<file path="src/io_line_pkg.sv">
// constants and types for the camera i/o line control block
package io_line_pkg;
	localparam int N_LINES = 4;
	localparam logic [7:0] ADDR_PIN_SEL    = 8'h00;
	localparam logic [7:0] ADDR_LINE_CFG   = 8'h04;
	localparam logic [7:0] ADDR_FILT_WIDTH = 8'h08;
	localparam logic [7:0] ADDR_LEVELS     = 8'h0C;
	localparam logic [7:0] ADDR_EXP_MODE   = 8'h10;
	localparam logic [7:0] ADDR_SOFT_IDX   = 8'h14;
	localparam logic [7:0] ADDR_SOFT_VAL   = 8'h18;
	localparam logic [7:0] ADDR_SOFT_WORD  = 8'h1C;
	localparam logic [7:0] ADDR_RX_SEL     = 8'h20;
	// line config field positions
	localparam int POS_DIR     = 0;
	localparam int POS_INV     = 1;
	localparam int POS_RAIL    = 2;
	localparam int POS_FKIND   = 3;
	localparam int POS_SRC     = 8;
	localparam int POS_LEVEL   = 16;
	localparam int POS_CIRCUIT = 24;
	localparam logic [4:0] SRC_RESET    = 5'h00;
	localparam logic [2:0] RX_RESET     = 3'h4;
	localparam logic [15:0] WIDTH_RESET = 16'h0000;
	localparam int CLK_MHZ = 100;
	localparam int CYC_PER_US = CLK_MHZ;
	typedef enum logic [4:0] {
		SRC_OFF = 5'b00000, SRC_LINE0 = 5'b00001, SRC_LINE1 = 5'b00010,
		SRC_LINE2 = 5'b00011, SRC_LINE3 = 5'b00100, SRC_SOFT0 = 5'b00101,
		SRC_SOFT1 = 5'b00110, SRC_SOFT2 = 5'b00111, SRC_SOFT3 = 5'b01000,
		SRC_CNT0 = 5'b01001, SRC_CNT1 = 5'b01010, SRC_GLUE0 = 5'b01011,
		SRC_GLUE1 = 5'b01100, SRC_EXPOSING = 5'b01101, SRC_TRIG_READY = 5'b01110,
		SRC_PPS = 5'b01111, SRC_UART_TX = 5'b10000
	} drive_src_t;
	typedef enum logic [1:0] {
		CIRC_TRI_STATE = 2'b00, CIRC_ISOLATED = 2'b01, CIRC_PULL_LOW = 2'b10
	} circuit_kind_t;
	typedef enum logic [1:0] {
		EXP_LINE = 2'b00, EXP_FIRST_ROW = 2'b01, EXP_EVERY_ROW = 2'b10
	} exposing_mode_t;
	typedef enum logic {
		FILT_DEGLITCH = 1'b0, FILT_DEBOUNCE = 1'b1
	} filter_kind_t;
endpackage

</file>
<file path="src/camera_io_line_control.sv">
// camera i/o line control: direction, polarity, filters, drive mux, soft bits
//
// Chosen here: the APB slave port and the placing of the registers.
`timescale 1ns/1ps
module camera_io_line_control #(
	parameter logic [7:0] CIRCUIT_MAP = 8'b00_00_10_01,
	parameter logic [3:0] RAIL_CAPABLE = 4'b0100
) (
	input  wire logic        i_clk_sys,
	input  wire logic        i_rst,
	input  wire logic        psel,
	input  wire logic        penable,
	input  wire logic        pwrite,
	input  wire logic [7:0]  paddr,
	input  wire logic [31:0] pwdata,
	output logic [31:0]      prdata,
	output logic             pready,
	output logic             pslverr,
	input  wire logic [3:0]  i_pin,
	output logic [3:0]       o_pin,
	output logic [3:0]       o_pin_oe,
	output logic [3:0]       o_aux_rail_enable,
	input  wire logic [1:0]  i_count_unit_running,
	input  wire logic [1:0]  i_glue_logic_out,
	input  wire logic        i_exposing_line,
	input  wire logic        i_exposing_first_row,
	input  wire logic        i_exposing_every_row,
	input  wire logic        i_trigger_ready_flag,
	input  wire logic        i_pulse_per_second,
	input  wire logic        i_uart_tx,
	output logic             o_uart_rx,
	output logic [3:0]       o_filtered_in,
	output logic [1:0]       o_exposing_signal_mode
);
	localparam int N = io_line_pkg::N_LINES;

	logic [1:0]  pin_index_select;
	logic [3:0]  pin_direction;
	logic [3:0]  pin_polarity_invert;
	logic [3:0]  aux_rail_enable;
	logic [3:0]  input_filter_kind;
	logic [4:0]  pin_drive_select [N];
	logic [15:0] input_filter_width_us [N][2];
	logic [1:0]  exposing_signal_mode;
	logic [1:0]  soft_bit_index;
	logic [3:0]  soft_bits_word;
	logic [2:0]  rx_pin_select;
	logic [3:0]  sync1;
	logic [3:0]  sync2;
	logic [3:0]  all_pin_levels;
	logic [3:0]  pin_value;
	logic [3:0]  driven;
	logic        sensor_exposing_flag;

	logic        wr_en;
	logic        rd_en;
	logic [31:0] next_prdata;
	logic        next_pslverr;

	// two flops before any logic sees the connector
	always_ff @(posedge i_clk_sys) begin
		if (i_rst) begin
			sync1 <= 4'h0;
			sync2 <= 4'h0;
		end else begin
			sync1 <= i_pin;
			sync2 <= sync1;
		end
	end

	// exposing flag derived per mode
	always_comb begin
		case (exposing_signal_mode)
			io_line_pkg::EXP_FIRST_ROW: sensor_exposing_flag = i_exposing_first_row;
			io_line_pkg::EXP_EVERY_ROW: sensor_exposing_flag = i_exposing_every_row;
			default:                    sensor_exposing_flag = i_exposing_line;
		endcase
	end

	// per-line filter and output path
	genvar g;
	generate
		for (g = 0; g < N; g++) begin : g_line
			logic [23:0] cnt;
			logic [23:0] next_cnt;
			logic        filt;
			logic        next_filt;
			logic [23:0] limit;
			logic        raw;
			logic        drv;
			// polarity applied before filtering so status shows logical level
			assign raw = sync2[g] ^ pin_polarity_invert[g];
			// microseconds to clock cycles
			assign limit = 24'(input_filter_width_us[g][input_filter_kind[g]])
				* 24'(io_line_pkg::CYC_PER_US);
			// deglitch: level must hold for width; debounce: follow at once, then
			// ignore further edges for width
			always_comb begin
				next_cnt = cnt;
				next_filt = filt;
				if (input_filter_kind[g] == io_line_pkg::FILT_DEGLITCH) begin
					if (raw == filt) begin
						next_cnt = 24'h0000;
					end else if (cnt + 24'h0001 >= limit) begin
						next_filt = raw;
						next_cnt = 24'h0000;
					end else begin
						next_cnt = cnt + 24'h0001;
					end
				end else begin
					if (cnt != 24'h0000) begin
						next_cnt = cnt - 24'h0001;
					end else if (raw != filt) begin
						next_filt = raw;
						next_cnt = limit;
					end
				end
			end
			always_ff @(posedge i_clk_sys) begin
				if (i_rst) begin
					cnt <= 24'h0000;
					filt <= 1'b0;
				end else begin
					cnt <= next_cnt;
					filt <= next_filt;
				end
			end
			// drive source mux
			always_comb begin
				case (pin_drive_select[g])
					io_line_pkg::SRC_LINE0:      drv = all_pin_levels[0];
					io_line_pkg::SRC_LINE1:      drv = all_pin_levels[1];
					io_line_pkg::SRC_LINE2:      drv = all_pin_levels[2];
					io_line_pkg::SRC_LINE3:      drv = all_pin_levels[3];
					io_line_pkg::SRC_SOFT0:      drv = soft_bits_word[0];
					io_line_pkg::SRC_SOFT1:      drv = soft_bits_word[1];
					io_line_pkg::SRC_SOFT2:      drv = soft_bits_word[2];
					io_line_pkg::SRC_SOFT3:      drv = soft_bits_word[3];
					io_line_pkg::SRC_CNT0:       drv = i_count_unit_running[0];
					io_line_pkg::SRC_CNT1:       drv = i_count_unit_running[1];
					io_line_pkg::SRC_GLUE0:      drv = i_glue_logic_out[0];
					io_line_pkg::SRC_GLUE1:      drv = i_glue_logic_out[1];
					io_line_pkg::SRC_EXPOSING:   drv = sensor_exposing_flag;
					io_line_pkg::SRC_TRIG_READY: drv = i_trigger_ready_flag;
					io_line_pkg::SRC_PPS:        drv = i_pulse_per_second;
					io_line_pkg::SRC_UART_TX:    drv = i_uart_tx;
					default:                     drv = 1'b0;
				endcase
			end
			// loopback of an output line reads its driven value, not the pin
			assign pin_value[g] = drv;
			// output lines report the registered drive, filtered input otherwise
			// registering it keeps line loopback free of combinational loops
			assign all_pin_levels[g] = pin_direction[g] ? driven[g] : filt;
			assign o_filtered_in[g] = filt;
		end
	endgenerate

	// pin driven only in output direction
	always_ff @(posedge i_clk_sys) begin
		if (i_rst) begin
			o_pin <= 4'h0;
			o_pin_oe <= 4'h0;
			driven <= 4'h0;
		end else begin
			o_pin <= (pin_value ^ pin_polarity_invert) & pin_direction;
			o_pin_oe <= pin_direction;
			driven <= pin_value;
		end
	end

	// rx source, off disconnects and idles high
	always_ff @(posedge i_clk_sys) begin
		if (i_rst) begin
			o_uart_rx <= 1'b1;
		end else if (rx_pin_select < 3'h4) begin
			o_uart_rx <= all_pin_levels[rx_pin_select[1:0]];
		end else begin
			o_uart_rx <= 1'b1;
		end
	end

	// rail only on capable lines; external switch is slow, no timing assumed
	assign o_aux_rail_enable = aux_rail_enable & RAIL_CAPABLE;
	assign o_exposing_signal_mode = exposing_signal_mode;

	// apb slave: zero wait states
	assign pready = 1'b1;
	assign wr_en = psel & penable & pwrite;
	assign rd_en = psel & ~penable & ~pwrite;

	function automatic logic addr_ok(input logic [7:0] a);
		return (a[1:0] == 2'b00) && (a <= io_line_pkg::ADDR_RX_SEL);
	endfunction

	// register writes
	always_ff @(posedge i_clk_sys) begin
		if (i_rst) begin
			pin_index_select <= 2'b00;
			pin_direction <= 4'h0;
			pin_polarity_invert <= 4'h0;
			aux_rail_enable <= 4'h0;
			input_filter_kind <= 4'h0;
			exposing_signal_mode <= io_line_pkg::EXP_LINE;
			soft_bit_index <= 2'b00;
			soft_bits_word <= 4'h0;
			rx_pin_select <= io_line_pkg::RX_RESET;
			for (int i = 0; i < N; i++) begin
				pin_drive_select[i] <= io_line_pkg::SRC_RESET;
				input_filter_width_us[i][0] <= io_line_pkg::WIDTH_RESET;
				input_filter_width_us[i][1] <= io_line_pkg::WIDTH_RESET;
			end
		end else if (wr_en) begin
			case (paddr)
				io_line_pkg::ADDR_PIN_SEL: pin_index_select <= pwdata[1:0];
				io_line_pkg::ADDR_LINE_CFG: begin
					pin_direction[pin_index_select] <= pwdata[io_line_pkg::POS_DIR];
					pin_polarity_invert[pin_index_select] <= pwdata[io_line_pkg::POS_INV];
					aux_rail_enable[pin_index_select] <= pwdata[io_line_pkg::POS_RAIL];
					input_filter_kind[pin_index_select] <= pwdata[io_line_pkg::POS_FKIND];
					if (pwdata[io_line_pkg::POS_SRC +: 5] <= 5'h10) begin
						pin_drive_select[pin_index_select] <= pwdata[io_line_pkg::POS_SRC +: 5];
					end
				end
				io_line_pkg::ADDR_FILT_WIDTH: begin
					// width for currently selected line and filter kind
					input_filter_width_us[pin_index_select][input_filter_kind[pin_index_select]]
						<= pwdata[15:0];
				end
				io_line_pkg::ADDR_EXP_MODE: begin
					if (pwdata[1:0] != 2'b11) begin
						exposing_signal_mode <= pwdata[1:0];
					end
				end
				io_line_pkg::ADDR_SOFT_IDX: soft_bit_index <= pwdata[1:0];
				io_line_pkg::ADDR_SOFT_VAL: soft_bits_word[soft_bit_index] <= pwdata[0];
				io_line_pkg::ADDR_SOFT_WORD: soft_bits_word <= pwdata[3:0];
				io_line_pkg::ADDR_RX_SEL: begin
					if (pwdata[2:0] <= 3'h4) begin
						rx_pin_select <= pwdata[2:0];
					end
				end
				default: ;
			endcase
		end
	end

	// read data captured in setup cycle, held through access
	always_comb begin
		next_prdata = prdata;
		next_pslverr = 1'b0;
		if (rd_en) begin
			next_prdata = 32'h0000_0000;
			case (paddr)
				io_line_pkg::ADDR_PIN_SEL: next_prdata[1:0] = pin_index_select;
				io_line_pkg::ADDR_LINE_CFG: begin
					next_prdata[io_line_pkg::POS_DIR] = pin_direction[pin_index_select];
					next_prdata[io_line_pkg::POS_INV] = pin_polarity_invert[pin_index_select];
					next_prdata[io_line_pkg::POS_RAIL] = o_aux_rail_enable[pin_index_select];
					next_prdata[io_line_pkg::POS_FKIND] = input_filter_kind[pin_index_select];
					next_prdata[io_line_pkg::POS_SRC +: 5] = pin_drive_select[pin_index_select];
					next_prdata[io_line_pkg::POS_LEVEL] = all_pin_levels[pin_index_select];
					next_prdata[io_line_pkg::POS_CIRCUIT +: 2] =
						CIRCUIT_MAP[2*pin_index_select +: 2];
				end
				io_line_pkg::ADDR_FILT_WIDTH: next_prdata[15:0] =
					input_filter_width_us[pin_index_select][input_filter_kind[pin_index_select]];
				io_line_pkg::ADDR_LEVELS: next_prdata[3:0] = all_pin_levels;
				io_line_pkg::ADDR_EXP_MODE: next_prdata[1:0] = exposing_signal_mode;
				io_line_pkg::ADDR_SOFT_IDX: next_prdata[1:0] = soft_bit_index;
				io_line_pkg::ADDR_SOFT_VAL: next_prdata[0] = soft_bits_word[soft_bit_index];
				io_line_pkg::ADDR_SOFT_WORD: next_prdata[3:0] = soft_bits_word;
				io_line_pkg::ADDR_RX_SEL: next_prdata[2:0] = rx_pin_select;
				default: next_prdata = 32'h0000_0000;
			endcase
		end
		if (psel & ~penable & ~addr_ok(paddr)) begin
			next_pslverr = 1'b1;
		end else if (psel & penable) begin
			next_pslverr = pslverr;
		end
	end

	always_ff @(posedge i_clk_sys) begin
		if (i_rst) begin
			prdata <= 32'h0000_0000;
			pslverr <= 1'b0;
		end else begin
			prdata <= next_prdata;
			pslverr <= next_pslverr;
		end
	end

	// checks
	a_input_no_drive: assert property (@(posedge i_clk_sys) disable iff (i_rst)
		!pin_direction[0] |=> !o_pin_oe[0] && !o_pin[0])
		else $error("input line driven");
	a_reset_inputs: assert property (@(posedge i_clk_sys)
		i_rst |=> o_pin_oe == 4'h0 && soft_bits_word == 4'h0)
		else $error("reset state wrong");
	a_soft_word_wr: assert property (@(posedge i_clk_sys) disable iff (i_rst)
		wr_en && paddr == io_line_pkg::ADDR_SOFT_WORD |=> soft_bits_word == $past(pwdata[3:0]))
		else $error("soft word write lost");
	a_soft_bit_wr: assert property (@(posedge i_clk_sys) disable iff (i_rst)
		wr_en && paddr == io_line_pkg::ADDR_SOFT_VAL
		|=> soft_bits_word[$past(soft_bit_index)] == $past(pwdata[0]))
		else $error("soft bit write lost");
	a_uart_routed: assert property (@(posedge i_clk_sys) disable iff (i_rst)
		pin_direction[1] && pin_drive_select[1] == io_line_pkg::SRC_UART_TX
		|=> o_pin[1] == ($past(i_uart_tx) ^ $past(pin_polarity_invert[1])))
		else $error("uart tx not on line");
	a_rx_off_idle: assert property (@(posedge i_clk_sys) disable iff (i_rst)
		rx_pin_select == 3'h4 |=> o_uart_rx)
		else $error("rx not disconnected");
	a_levels_read: assert property (@(posedge i_clk_sys) disable iff (i_rst)
		rd_en && paddr == io_line_pkg::ADDR_LEVELS |=> prdata[3:0] == $past(all_pin_levels))
		else $error("levels read wrong");
	a_rail_gate: assert property (@(posedge i_clk_sys) disable iff (i_rst)
		wr_en && paddr == io_line_pkg::ADDR_LINE_CFG
		|=> o_aux_rail_enable[$past(pin_index_select)]
		== ($past(pwdata[io_line_pkg::POS_RAIL]) && RAIL_CAPABLE[$past(pin_index_select)]))
		else $error("rail enable wrong");
	c_output_line: cover property (@(posedge i_clk_sys) o_pin_oe[0] && o_pin[0]);
	c_rx_line2: cover property (@(posedge i_clk_sys) rx_pin_select == 3'h2);
	c_soft_write: cover property (@(posedge i_clk_sys) wr_en && paddr == io_line_pkg::ADDR_SOFT_VAL);
endmodule

</file>
<file path="config.mk">
export PLATFORM = sky130hd
export DESIGN_NAME = camera_io_line_control
export DESIGN_NICKNAME = d
export VERILOG_FILES = /design/src/io_line_pkg.sv /design/src/camera_io_line_control.sv
export SDC_FILE = /design/constraint.sdc
export NUM_CORES = 1
export LEC_CHECK = 0
export ABC_AREA = 0
export BUFFER_PORTS_ARGS = -buffer_cell sky130_fd_sc_hd__buf_2
export CORE_MARGIN = 2
export CORE_UTILIZATION = 62
export DETAILED_ROUTE_END_ITERATION = 7
export GPL_TIMING_DRIVEN = 0
export PLACE_DENSITY_LB_ADDON = 0.25
export SKIP_LAST_GASP = 1
export SYNTH_ARGS = -nofsm -noshare
export SYNTH_HDL_FRONTEND = slang
export SYNTH_SLANG_ARGS = --single-unit
</file>
<file path="constraint.sdc">
create_clock -name i_clk_sys -period 6.68 [get_ports i_clk_sys]
set_input_delay 0 -clock i_clk_sys [delete_from_list [all_inputs] [get_ports i_clk_sys]]
set_output_delay 0 -clock i_clk_sys [all_outputs]
set_load 0.05 [all_outputs]
</file>
# == Word-level counts from Yosys, hierarchy flattened ==
# Memories as Yosys holds them, arrays and structs flattened. A register that Yosys moved wholly into a read port is not among the register bits.
# Cells that the tools add are included.
# totals
mem_bits_rw,148
input_bits,59
memories,2
reg_bits,170
wordCells,329
# op_classes
n_reduce_logical,28
n_shift,1
n_eq_ne,100
n_addsub,8
bitwise_logic,20
order_cmp,19
multipliers,4
n_mux,122
# memory_table
name,depth,width,rd,rd_ports_with_merged_regs,wr,line_no,source
input_filter_width_us,4,32,5,1,4,camera_io_line_control.sv:43,logic [15:0] input_filter_width_us [N][2];
pin_drive_select,4,5,5,1,4,camera_io_line_control.sv:42,logic [4:0] pin_drive_select [N];
# op_table
operator,n
24-bit two-way mux,20
16-bit two-way mux,16
"5-bit by 4-bit == test with 1-bit output, second input constant",32
"24-bit by 1-bit adder with 24-bit output, second input constant",4
24-bit by 23-bit greater-or-equal comparator with 1-bit output,4
32-bit two-way mux,3
24-bit nonzero test,4
"24-bit by 1-bit subtractor with 24-bit output, second input constant",4
"16-bit by 5-bit multiplier with 21-bit output, second input constant",4
"5-bit by 3-bit == test with 1-bit output, second input constant",16
1-bit case mux with 16 select lines,4
1-bit two-way mux,47
"5-bit by 2-bit == test with 1-bit output, second input constant",8
"8-bit by 5-bit == test with 1-bit output, second input constant",4
32-bit OR reduction,1
4-bit bitwise mux,5
"5-bit by 1-bit == test with 1-bit output, second input constant",4
"5-bit == test, second input constant",4
"2-bit != test, second input constant",9
16-bit demux with 1-bit select,1
"8-bit by 4-bit == test with 1-bit output, second input constant",2
4-bit AND reduction,4
1-bit binary-select mux with 2-bit select,7
2-bit two-way mux,7
other kinds (42),88

# == Depth between registers and ports, before layout ==
# Gate-level depths: netlist (run 1).
# logic_depth
word_depth,10
depth_mapped,28

# == Worst setup path after synthesis (run 1) ==
# No wires, ideal clock.
# synth_timing
path_kind,reg-to-reg
start,register input_filter_kind[0]
end,register g_line[0].cnt[15]
setup_slack_ps,632
n_path_buf,3
stages_incl_launch_ff,26
arrival_time_ps,5983
setup_ps,65
cell_sequence,dfxtp_1 clkbuf_1 clkbuf_1 mux2_2 ha_1 ha_1 inv_1 fa_1 inv_1 ha_1 o21a_1 nor2_1 o31ai_1 o41ai_1 o21ai_0 a21oi_1 xor2_1 ha_1 a21o_1 a211oi_1 o21ai_0 or4_1 inv_1 buf_1 a22oi_1 nor2_1
# synth_via
elab_chain_len,9
# synth_lines
element,line_no,source
"start, declared",camera_io_line_control.sv:41,logic [3:0] input_filter_kind;
"start signal, assigned by index",camera_io_line_control.sv:220,input_filter_kind[pin_index_select] <= pwdata[io_line_pkg::POS_FKIND];
1-bit NOT with 2-bit output (implied by the code),camera_io_line_control.sv:94,assign limit = 24'(input_filter_width_us[g][input_filter_kind[g]])
16-bit two-way mux (implied by the code) (3 in series),camera_io_line_control.sv:94,
16-bit by 5-bit multiplier with 21-bit output,camera_io_line_control.sv:95,* 24'(io_line_pkg::CYC_PER_US);
24-bit by 23-bit greater-or-equal comparator with 1-bit output,camera_io_line_control.sv:104,end else if (cnt + 24'h0001 >= limit) begin
24-bit two-way mux,camera_io_line_control.sv:104,
24-bit two-way mux,camera_io_line_control.sv:102,if (raw == filt) begin
24-bit two-way mux,camera_io_line_control.sv:101,if (input_filter_kind[g] == io_line_pkg::FILT_DEGLITCH) begin
"end signal, assigned",camera_io_line_control.sv:124,cnt <= next_cnt;
"end, declared",camera_io_line_control.sv:84,logic [23:0] cnt;
# Several ways; a longest one is shown, not always the timed one. The select of a mux whose other input is x is not followed.
# A chain may end at the register's enable or synchronous reset.

# == Final worst setup path (run 1) ==
# layout_timing
start,register input_filter_kind[2]
end,register g_line[2].cnt[9]
# layout_via
elab_chain_len,9
# layout_lines
element,line_no
1-bit NOT with 2-bit output (implied by the code),camera_io_line_control.sv:94
16-bit two-way mux (implied by the code) (3 in series),camera_io_line_control.sv:94
16-bit by 5-bit multiplier with 21-bit output,camera_io_line_control.sv:95
24-bit by 23-bit greater-or-equal comparator with 1-bit output,camera_io_line_control.sv:104
24-bit two-way mux,camera_io_line_control.sv:104
24-bit two-way mux,camera_io_line_control.sv:102
24-bit two-way mux,camera_io_line_control.sv:101
"end signal, assigned",camera_io_line_control.sv:124
"end, declared",camera_io_line_control.sv:84
# Several ways; a longest one is shown, not always the timed one. The select of a mux whose other input is x is not followed.

==> results of run 1 <==
==> flip-flops by register name (all words and copies together) (netlist names), named ones only <==
name and cells:
soft_bit_index 2, driven 4, sync2 4, pslverr 1, soft_bits_word 4, g_line.filt 4, input_filter_kind 4, pin_index_select 2
o_uart_rx 1, pin_direction 4, o_exposing_signal_mode 2, aux_rail_enable 1, g_line.cnt 96, pin_drive_select 20, input_filter_width_us 128, pin_polarity_invert 4
o_pin_oe 4, prdata 19, rx_pin_select 3, sync1 4, o_pin 4
==> kinds of logic after synthesis <==
group,Yosys count,synth area share
adder cells (fa/ha/maj),354,0.174
buffers and inverters,443,0.0668
AND/OR/NAND/NOR,1016,0.190
AO/OA/AOI/OAI,522,0.128
XOR/XNOR,234,0.0749
flip-flops,317,0.286
other,2,0.000275
multiplexers,157,0.0800
==> worst min-delay path by stage <==
| stage | end | slack, ns | depth (start not counted) |
|---|---|---|---|
| 3_3_place_gp | sync1[3] | 0.21 | 2 |
| 5_1_grt | soft_bits_word[1] | 0.06 | 4 |
| 4_1_cts | soft_bits_word[1] | 0.003 | 4 |
| 6_report | soft_bits_word[2] | 0.02 | 4 |
| 3_5_place_dp | sync1[3] | 0.22 | 2 |
| 2_1_floorplan | sync1[0] | 0.13 | 1 |
==> worst reg2reg max path, stage by stage (launching register included) <==
cell	delay (ns)
dfxtp_4	0.51
buf_2	0.44
mux2i_2	0.42
inv_1	0.13
ha_1	0.31
ha_1	0.28
inv_1	0.05
fa_1	0.49
inv_1	0.04
ha_1	0.27
clkbuf_1	0.18
a21o_1	0.19
a21oi_1	0.20
a21boi_0	0.15
o31ai_1	0.33
nand2b_1	0.12
xnor2_1	0.28
ha_1	0.31
a21o_1	0.19
a21o_1	0.17
a21oi_1	0.18
o2111ai_2	0.25
nor2_2	0.24
buf_2	0.27
a32oi_1	0.10
nor2_1	0.18
==> per-layer routing <==
metal,global-route usage,vias up,routed length [µm]
li1,-,11100,-
met1,0.458,11500,33400
met2,0.575,1135,37900
met3,0.0587,195,7280
met4,0.145,0,3350
met5,0,-,0
==> layout by cell type (no fill, tap or decap), types with 45 or more instances in the layout <==
master / count
edfxtp_1: 148
inv_1: 258
nand2_1: 209
dfxtp_1: 165
buf_2: 91
a21oi_1: 130
clkbuf_1: 120
xnor2_1: 127
mux2i_1: 55
o21ai_0: 89
nor2_1: 215
nand3_1: 111
and2_1: 150
ha_1: 310
xor2_1: 106
nor3_1: 70
mux4_2: 45
==> area by class of cell <==
type,count,area (µm²),share of cell area
sequential,317,7840,0.258
multi-input combinational,2300,17900,0.591
buffer,181,910,0.0300
tap,585,732,0.0241
inverter,259,972,0.0321
clock buffer,50,1090,0.0359
timing repair buffer,109,706,0.0233
clock inverter,18,153,0.00503
==> what timing repair did <==
action / 4_1_cts / 5_1_grt
buffers inserted: 0 / 4
pin swaps: 0 / 3
resized for setup: 43 / 45
endpoints found under the hold margin: 88 / 0
endpoints found under the setup margin: 96 / 88
hold buffers: 30 / 0
==> metrics by stage <==
stage | area, µm² | TNS, ns | utilization | cells
finish | 30300 | 0 | 0.701 | 3819
CTS | 30200 | -0.0246 | 0.697 | 3816
global placement | 28500 | -70.41 | 0.659 | 3720
global route | 30300 | -0.00129 | 0.701 | 3819
floorplan | 27400 | 0 | - | 3060
detailed placement | 28500 | -80.56 | 0.659 | 3720
==> power breakdown <==
part           internal [mW]  switching, mW  leakage, nW  total [mW]
sequential              2.07         0.0340         2.88        2.10
combinational          0.541          0.877         9.89        1.42
clock                   1.20          0.900        0.604        2.10
==> metrics.md, run 1 <==
| Metric | Value |
|---|---|
| Status | complete, no violations |
| Count of cell types in the netlist | 83 |
| Post-synth ARST share | 0 |
| Routability congestion estimate | 0.982 |
| Min Hold Slack | about 0.022 ns |
| Synth area leader | edfxtp_1 |
| Critical Path Sink Type | flop |
| Drt first pass iters | 6 |
| Hold Crit Start | pwdata[0] |
| Worst-path clk slew | 0.06 ns |
| Max rail drop VDD | 0.204 mV |
| Top post-synthesis cells by area | edfxtp_1, ha_1, dfxtp_1 |
| Avg Inst Size Synth | around 9 µm² |
| Core ar. | around 0.043 mm² |
| Top cell type's share of synthesized area | 0.163 |
| DRC errors left | 0 |
| Clock Path Buffers | 3 |
| Worst EP required | 7.16 ns |
| Final critical-path share of the clock period | 0.950 |
| Die Y | 214 µm |
| Critical Path Start Type | flop |
| R2R Setup Slk | around 0.33 ns |
| Slowest cell delay on critical path | roughly 0.51 ns |
| Initial DRC count | about 2500 |
| CP Capture Point | g_line[2].cnt[9] |
| Slew of the pin with the lowest slew margin | 1.41 ns |
| Via count | between 20000 and 25000 |
| Tmin final | 6.35 ns |
| CTS tree | yes |
| Fin nets | about 3600 |
| Layout area overhead | 10.9% |
| Hold Path Class | in2reg |
| Fillers | ~3300 |
| Post-DRT Antenna Nets | 0 |
| Die area | approximately 0.046 mm² |
| Post-DR wirelength/cell | between 20 and 25 µm |
| Final Power | 5.62 mW |
| Synthesized area | ~0.027 mm² |
| Leak | approximately 13 nW |
| Die Wd | 214 µm |
| EDFF count, synth | 148 |
| Gr ovfl total | 0 |
| First-pass GRT wire length | ~130000 µm |
| Worst r2r src | input_filter_kind[2] |
| Share of layout cells above drive strength 1 | 0.110 |
| Final WL | around 80000 µm |
| Final Max Slew Viols | 0 |
| Top cells by count, synth | ha_1, inv_1, nor2_1, nand2_1, dfxtp_1 |
| Site Rows | between 70 and 80 |
| CP Class | reg2reg |
| Max_cap viols | 0 |
| Clock skew | ~0.016 ns |
| Slew margin rel. | 0.0491 |
| Sequential-to-total area share from yosys stat | 0.286 |
| Initial Util | 0.632 |
| Crit path depth | 25 |
| Top_reg_cell synth | dfxtp_1 |
| Top delay family on crit path | compound AO/OA/AOI/OAI gates |
| Arr. time, crit path | about 7 ns |
| Htree depth | 2 |
| CTS buffer count | 38 |
| GRT Util Overall | 0.350 |
| Pre-CTS setup slack | -1.26 ns |
| Clock sinks | about 320 |
| Post-Synthesis Cells | just over 3000 |
| Hpwl dp | 62500 µm |
| Setup violators final | 0 |
| I/O Buffers | 75 |
| Synth Register Bits | roughly 320 |
| Vias in the first global route | 23300 |
| Most used cell along the critical path | ha_1 |
| Worst skew pair latency | around 0.56 ns |
| ANT cells | 0 |
| Reg2Reg Depth | 25 |
| Vias/cell | 6.26 |
| Most common cell in the netlist | ha_1 |
| Initial antenna violation count | 1 |
| Pwr Density | between 150 and 200 mW/mm² |
| Final WS setup | roughly 0.33 ns |
| IO Pins | roughly 110 |
| Pin count of the biggest net entering global routing | 17 |
| Worst reg2reg endpoint | g_line[2].cnt[9] |
| Synth warn | 0 |
| Critical Path Slowest Stage Cell | dfxtp_4 |
| FMAX | between 150 and 200 MHz |
| Buf/Inv on CP | 6 |
| Crit path max fanout | 10 |
| Crit path launch | input_filter_kind[2] |
| Clk root buf | clkbuf_16 |
| Final Hold Violating Endpoints | 0 |
(Power assumes the default switching activity.)
==> run 2: changes to the inputs <==
CORE_MARGIN = unset   (was 2)
==> run 2 against run 1 <==
Compared with the run above: first-iteration DRC count decreased by 7.2%; wire length decreased by 0.14%; hold slack improved by 0.056 ns.
==> metrics.md, run 2 (synthesis gave the netlist of run 1 again) <==
| Metric | Value |
|---|---|
| Pre-CTS setup slack | -1.28 ns (was -1.26 ns) |
| Die Y | 212 µm (was 214 µm) |
| Commonest non-fill, non-tap cell in the layout | ha_1 (unchanged) |
| Initial DRC count | 2294 (was 2473) |
| GRT Util Overall | 0.365 (was 0.350) |
| FMAX | 156 MHz (was 158 MHz) |
| Gr ovfl total | 0 (unchanged) |
| Worst skew pair latency | 0.59 ns (was 0.56 ns) |
| Die Wd | 212 µm (was 214 µm) |
| Tmin final | 6.41 ns (was 6.35 ns) |
| Critical Path Slowest Stage Cell | fa_1 (was dfxtp_4) |
| Initial antenna violation count | 3 (was 1) |
| Worst r2r src | input_filter_kind[3] (was input_filter_kind[2]) |
| Most used cell along the critical path | ha_1 (unchanged) |
| CTS tree | yes (unchanged) |
| CTS buffer count | 38 (unchanged) |
| Die area | 0.0449 mm² (was 0.0458 mm²) |
| Hpwl dp | 62600 µm (was 62500 µm) |
| Vias/cell | 6.29 (was 6.26) |
| Critical Path Sink Type | flop (unchanged) |
| Worst-path clk slew | 0.06 ns (about the same) |
| Fillers | 3345 (was 3349) |
| Most frequent cells in the layout | ha_1, inv_1, nor2_1, nand2_1, dfxtp_1 (unchanged) |
| Layout area overhead | 11.3% (was 10.9%) |
| R2R Setup Slk | 0.27 ns (was 0.33 ns) |
| Slew of the pin with the lowest slew margin | 1.41 ns (about the same) |
| Hold Path Class | in2reg (unchanged) |
| Initial Util | 0.632 (unchanged) |
| Vias in the first global route | 23400 (was 23300) |
| Setup violators final | 0 (unchanged) |
| Slowest cell delay on critical path | 0.50 ns (was 0.51 ns) |
| Fin nets | 3619 (unchanged) |
| Post-DRT Antenna Nets | 0 (unchanged) |
| Worst reg2reg endpoint | g_line[3].cnt[10] (was g_line[2].cnt[9]) |
| Final critical-path share of the clock period | 0.960 (was 0.950) |
| Site Rows | 76 (unchanged) |
| Clock Path Buffers | 3 (unchanged) |
| Final WS setup | 0.270 ns (was 0.333 ns) |
| Clk root buf | clkbuf_16 (unchanged) |
| Worst EP required | 7.16 ns (about the same) |
| Routability congestion estimate | 0.976 (was 0.982) |
| Share of layout cells above drive strength 1 | 0.109 (was 0.110) |
| Clock sinks | 317 (unchanged) |
| Final Max Slew Viols | 0 (unchanged) |
| DRC errors left | 0 (unchanged) |
| Critical Path Start Type | flop (unchanged) |
| Max_cap viols | 0 (unchanged) |
| Arr. time, crit path | 6.89 ns (was 6.82 ns) |
| Post-route cell area | 0.0304 mm² (was 0.0303 mm²) |
| Final WL | 81800 µm (was 81900 µm) |
| CP Capture Point | g_line[3].cnt[10] (was g_line[2].cnt[9]) |
| RSZ-0062 raised after global routing | false |
| Htree depth | 2 (unchanged) |
| Final Hold Violating Endpoints | 0 (unchanged) |
| Via count | 24000 (was 23900) |
| Clock skew | 0.0331 ns (was 0.0164 ns) |
| I/O Buffers | 75 (unchanged) |
| Hold path depth | 3 (was 4) |
| Post-DR wirelength/cell | 21.4 µm (about the same) |
| Pwr Density | 190 mW/mm² (was 185 mW/mm²) |
| Max reg flops | 128 (unchanged) |
| Max rail drop VDD | 0.214 mV (was 0.204 mV) |
| Crit path launch | input_filter_kind[3] (was input_filter_kind[2]) |
| Largest regs | input_filter_width_us x128, g_line.cnt x96, pin_drive_select x20 (unchanged) |
| CP Class | reg2reg (unchanged) |
| Placed Instance Area | 0.0285 mm² (unchanged) |
| Slew margin rel. | 0.0620 (was 0.0491) |
| Reg2Reg Depth | 26 (was 25) |
| Leak | 13.4 nW (about the same) |
| Crit path max fanout | 10 (unchanged) |
| Status | complete, no violations (unchanged) |
| Drt first pass iters | 6 (unchanged) |
| Reg with most FFs | input_filter_width_us (unchanged) |
| IO Pins | 112 (unchanged) |
| First-pass GRT wire length | 127000 µm (about the same) |
| Final Power | 5.79 mW (was 5.62 mW) |
| Pin count of the biggest net entering global routing | 17 (unchanged) |
| Core ar. | 0.0433 mm² (unchanged) |
[run 2: how the worst min path moves through the flow]
stage	startpoint	end	slack, ns
6_report	i_rst	g_line[0].cnt[4]	0.08
5_1_grt	i_rst	g_line[0].cnt[4]	0.06
4_1_cts	i_rst	g_line[0].cnt[4]	0.01
3_5_place_dp	i_pin[3]	sync1[3]	0.22
3_3_place_gp	i_pin[1]	sync1[1]	0.21
2_1_floorplan	i_pin[0]	sync1[0]	0.13
[run 2: per-stage QoR]
step,util,hold slack (ns),cells,setup TNS [ns]
floorplan,-,0.128,3060,0
global placement,0.659,0.213,3720,-75.21
detailed placement,0.659,0.218,3720,-83.38
CTS,0.700,0.0117,3821,0
global route,0.703,0.0576,3821,0
finish,0.703,0.0783,3822,0
[run 2: layout make-up]
| type | instances | area [µm²] | area share |
|---|---|---|---|
| antenna | 2 | 5.00 | 0.000164 |
| timing repair buffer | 109 | 711 | 0.0233 |
| clock inverter | 25 | 312 | 0.0102 |
| tap | 585 | 732 | 0.0240 |
| sequential | 317 | 7840 | 0.257 |
| buffer | 181 | 900 | 0.0296 |
| inverter | 259 | 972 | 0.0319 |
| multi-input combinational | 2300 | 17900 | 0.589 |
| clock buffer | 44 | 1030 | 0.0338 |
[run 2: per-layer routing]
metal | track usage | wire length (µm) | vias up
met5 | 0 | 11 | -
met4 | 0.165 | 3590 | 2
met3 | 0.0613 | 7080 | 226
met2 | 0.598 | 37800 | 1144
met1 | 0.472 | 33300 | 11600
li1 | - | - | 11100
[run 2: what timing repair did]
item	CTS	global route
resized for setup	47	35
endpoints found under the setup margin	96	85
cloned	0	0
setup buffers	2	0
hold buffers	32	0
pin swaps	2	0
hold endpoints to repair	95	0
[run 2: critical path, delay by kind of cell, from the launching register on]
| family | cells | cell delay (ns) |
|---|---|---|
| AO/OA/AOI/OAI | 10 | 1.97 |
| XOR/XNOR | 1 | 0.18 |
| adder cells (fa/ha/maj) | 5 | 1.72 |
| buffers and inverters | 5 | 0.96 |
| flip-flops | 1 | 0.48 |
| multiplexers | 1 | 0.43 |
| AND/OR/NAND/NOR | 4 | 0.56 |
[run 2: report_power, final]
part	switching, mW	leakage, nW	internal (mW)
Combinational	0.879	9.88	0.544
Sequential	0.0351	2.88	2.07
Clock	0.917	0.650	1.35
Total	1.83	13.4	3.96
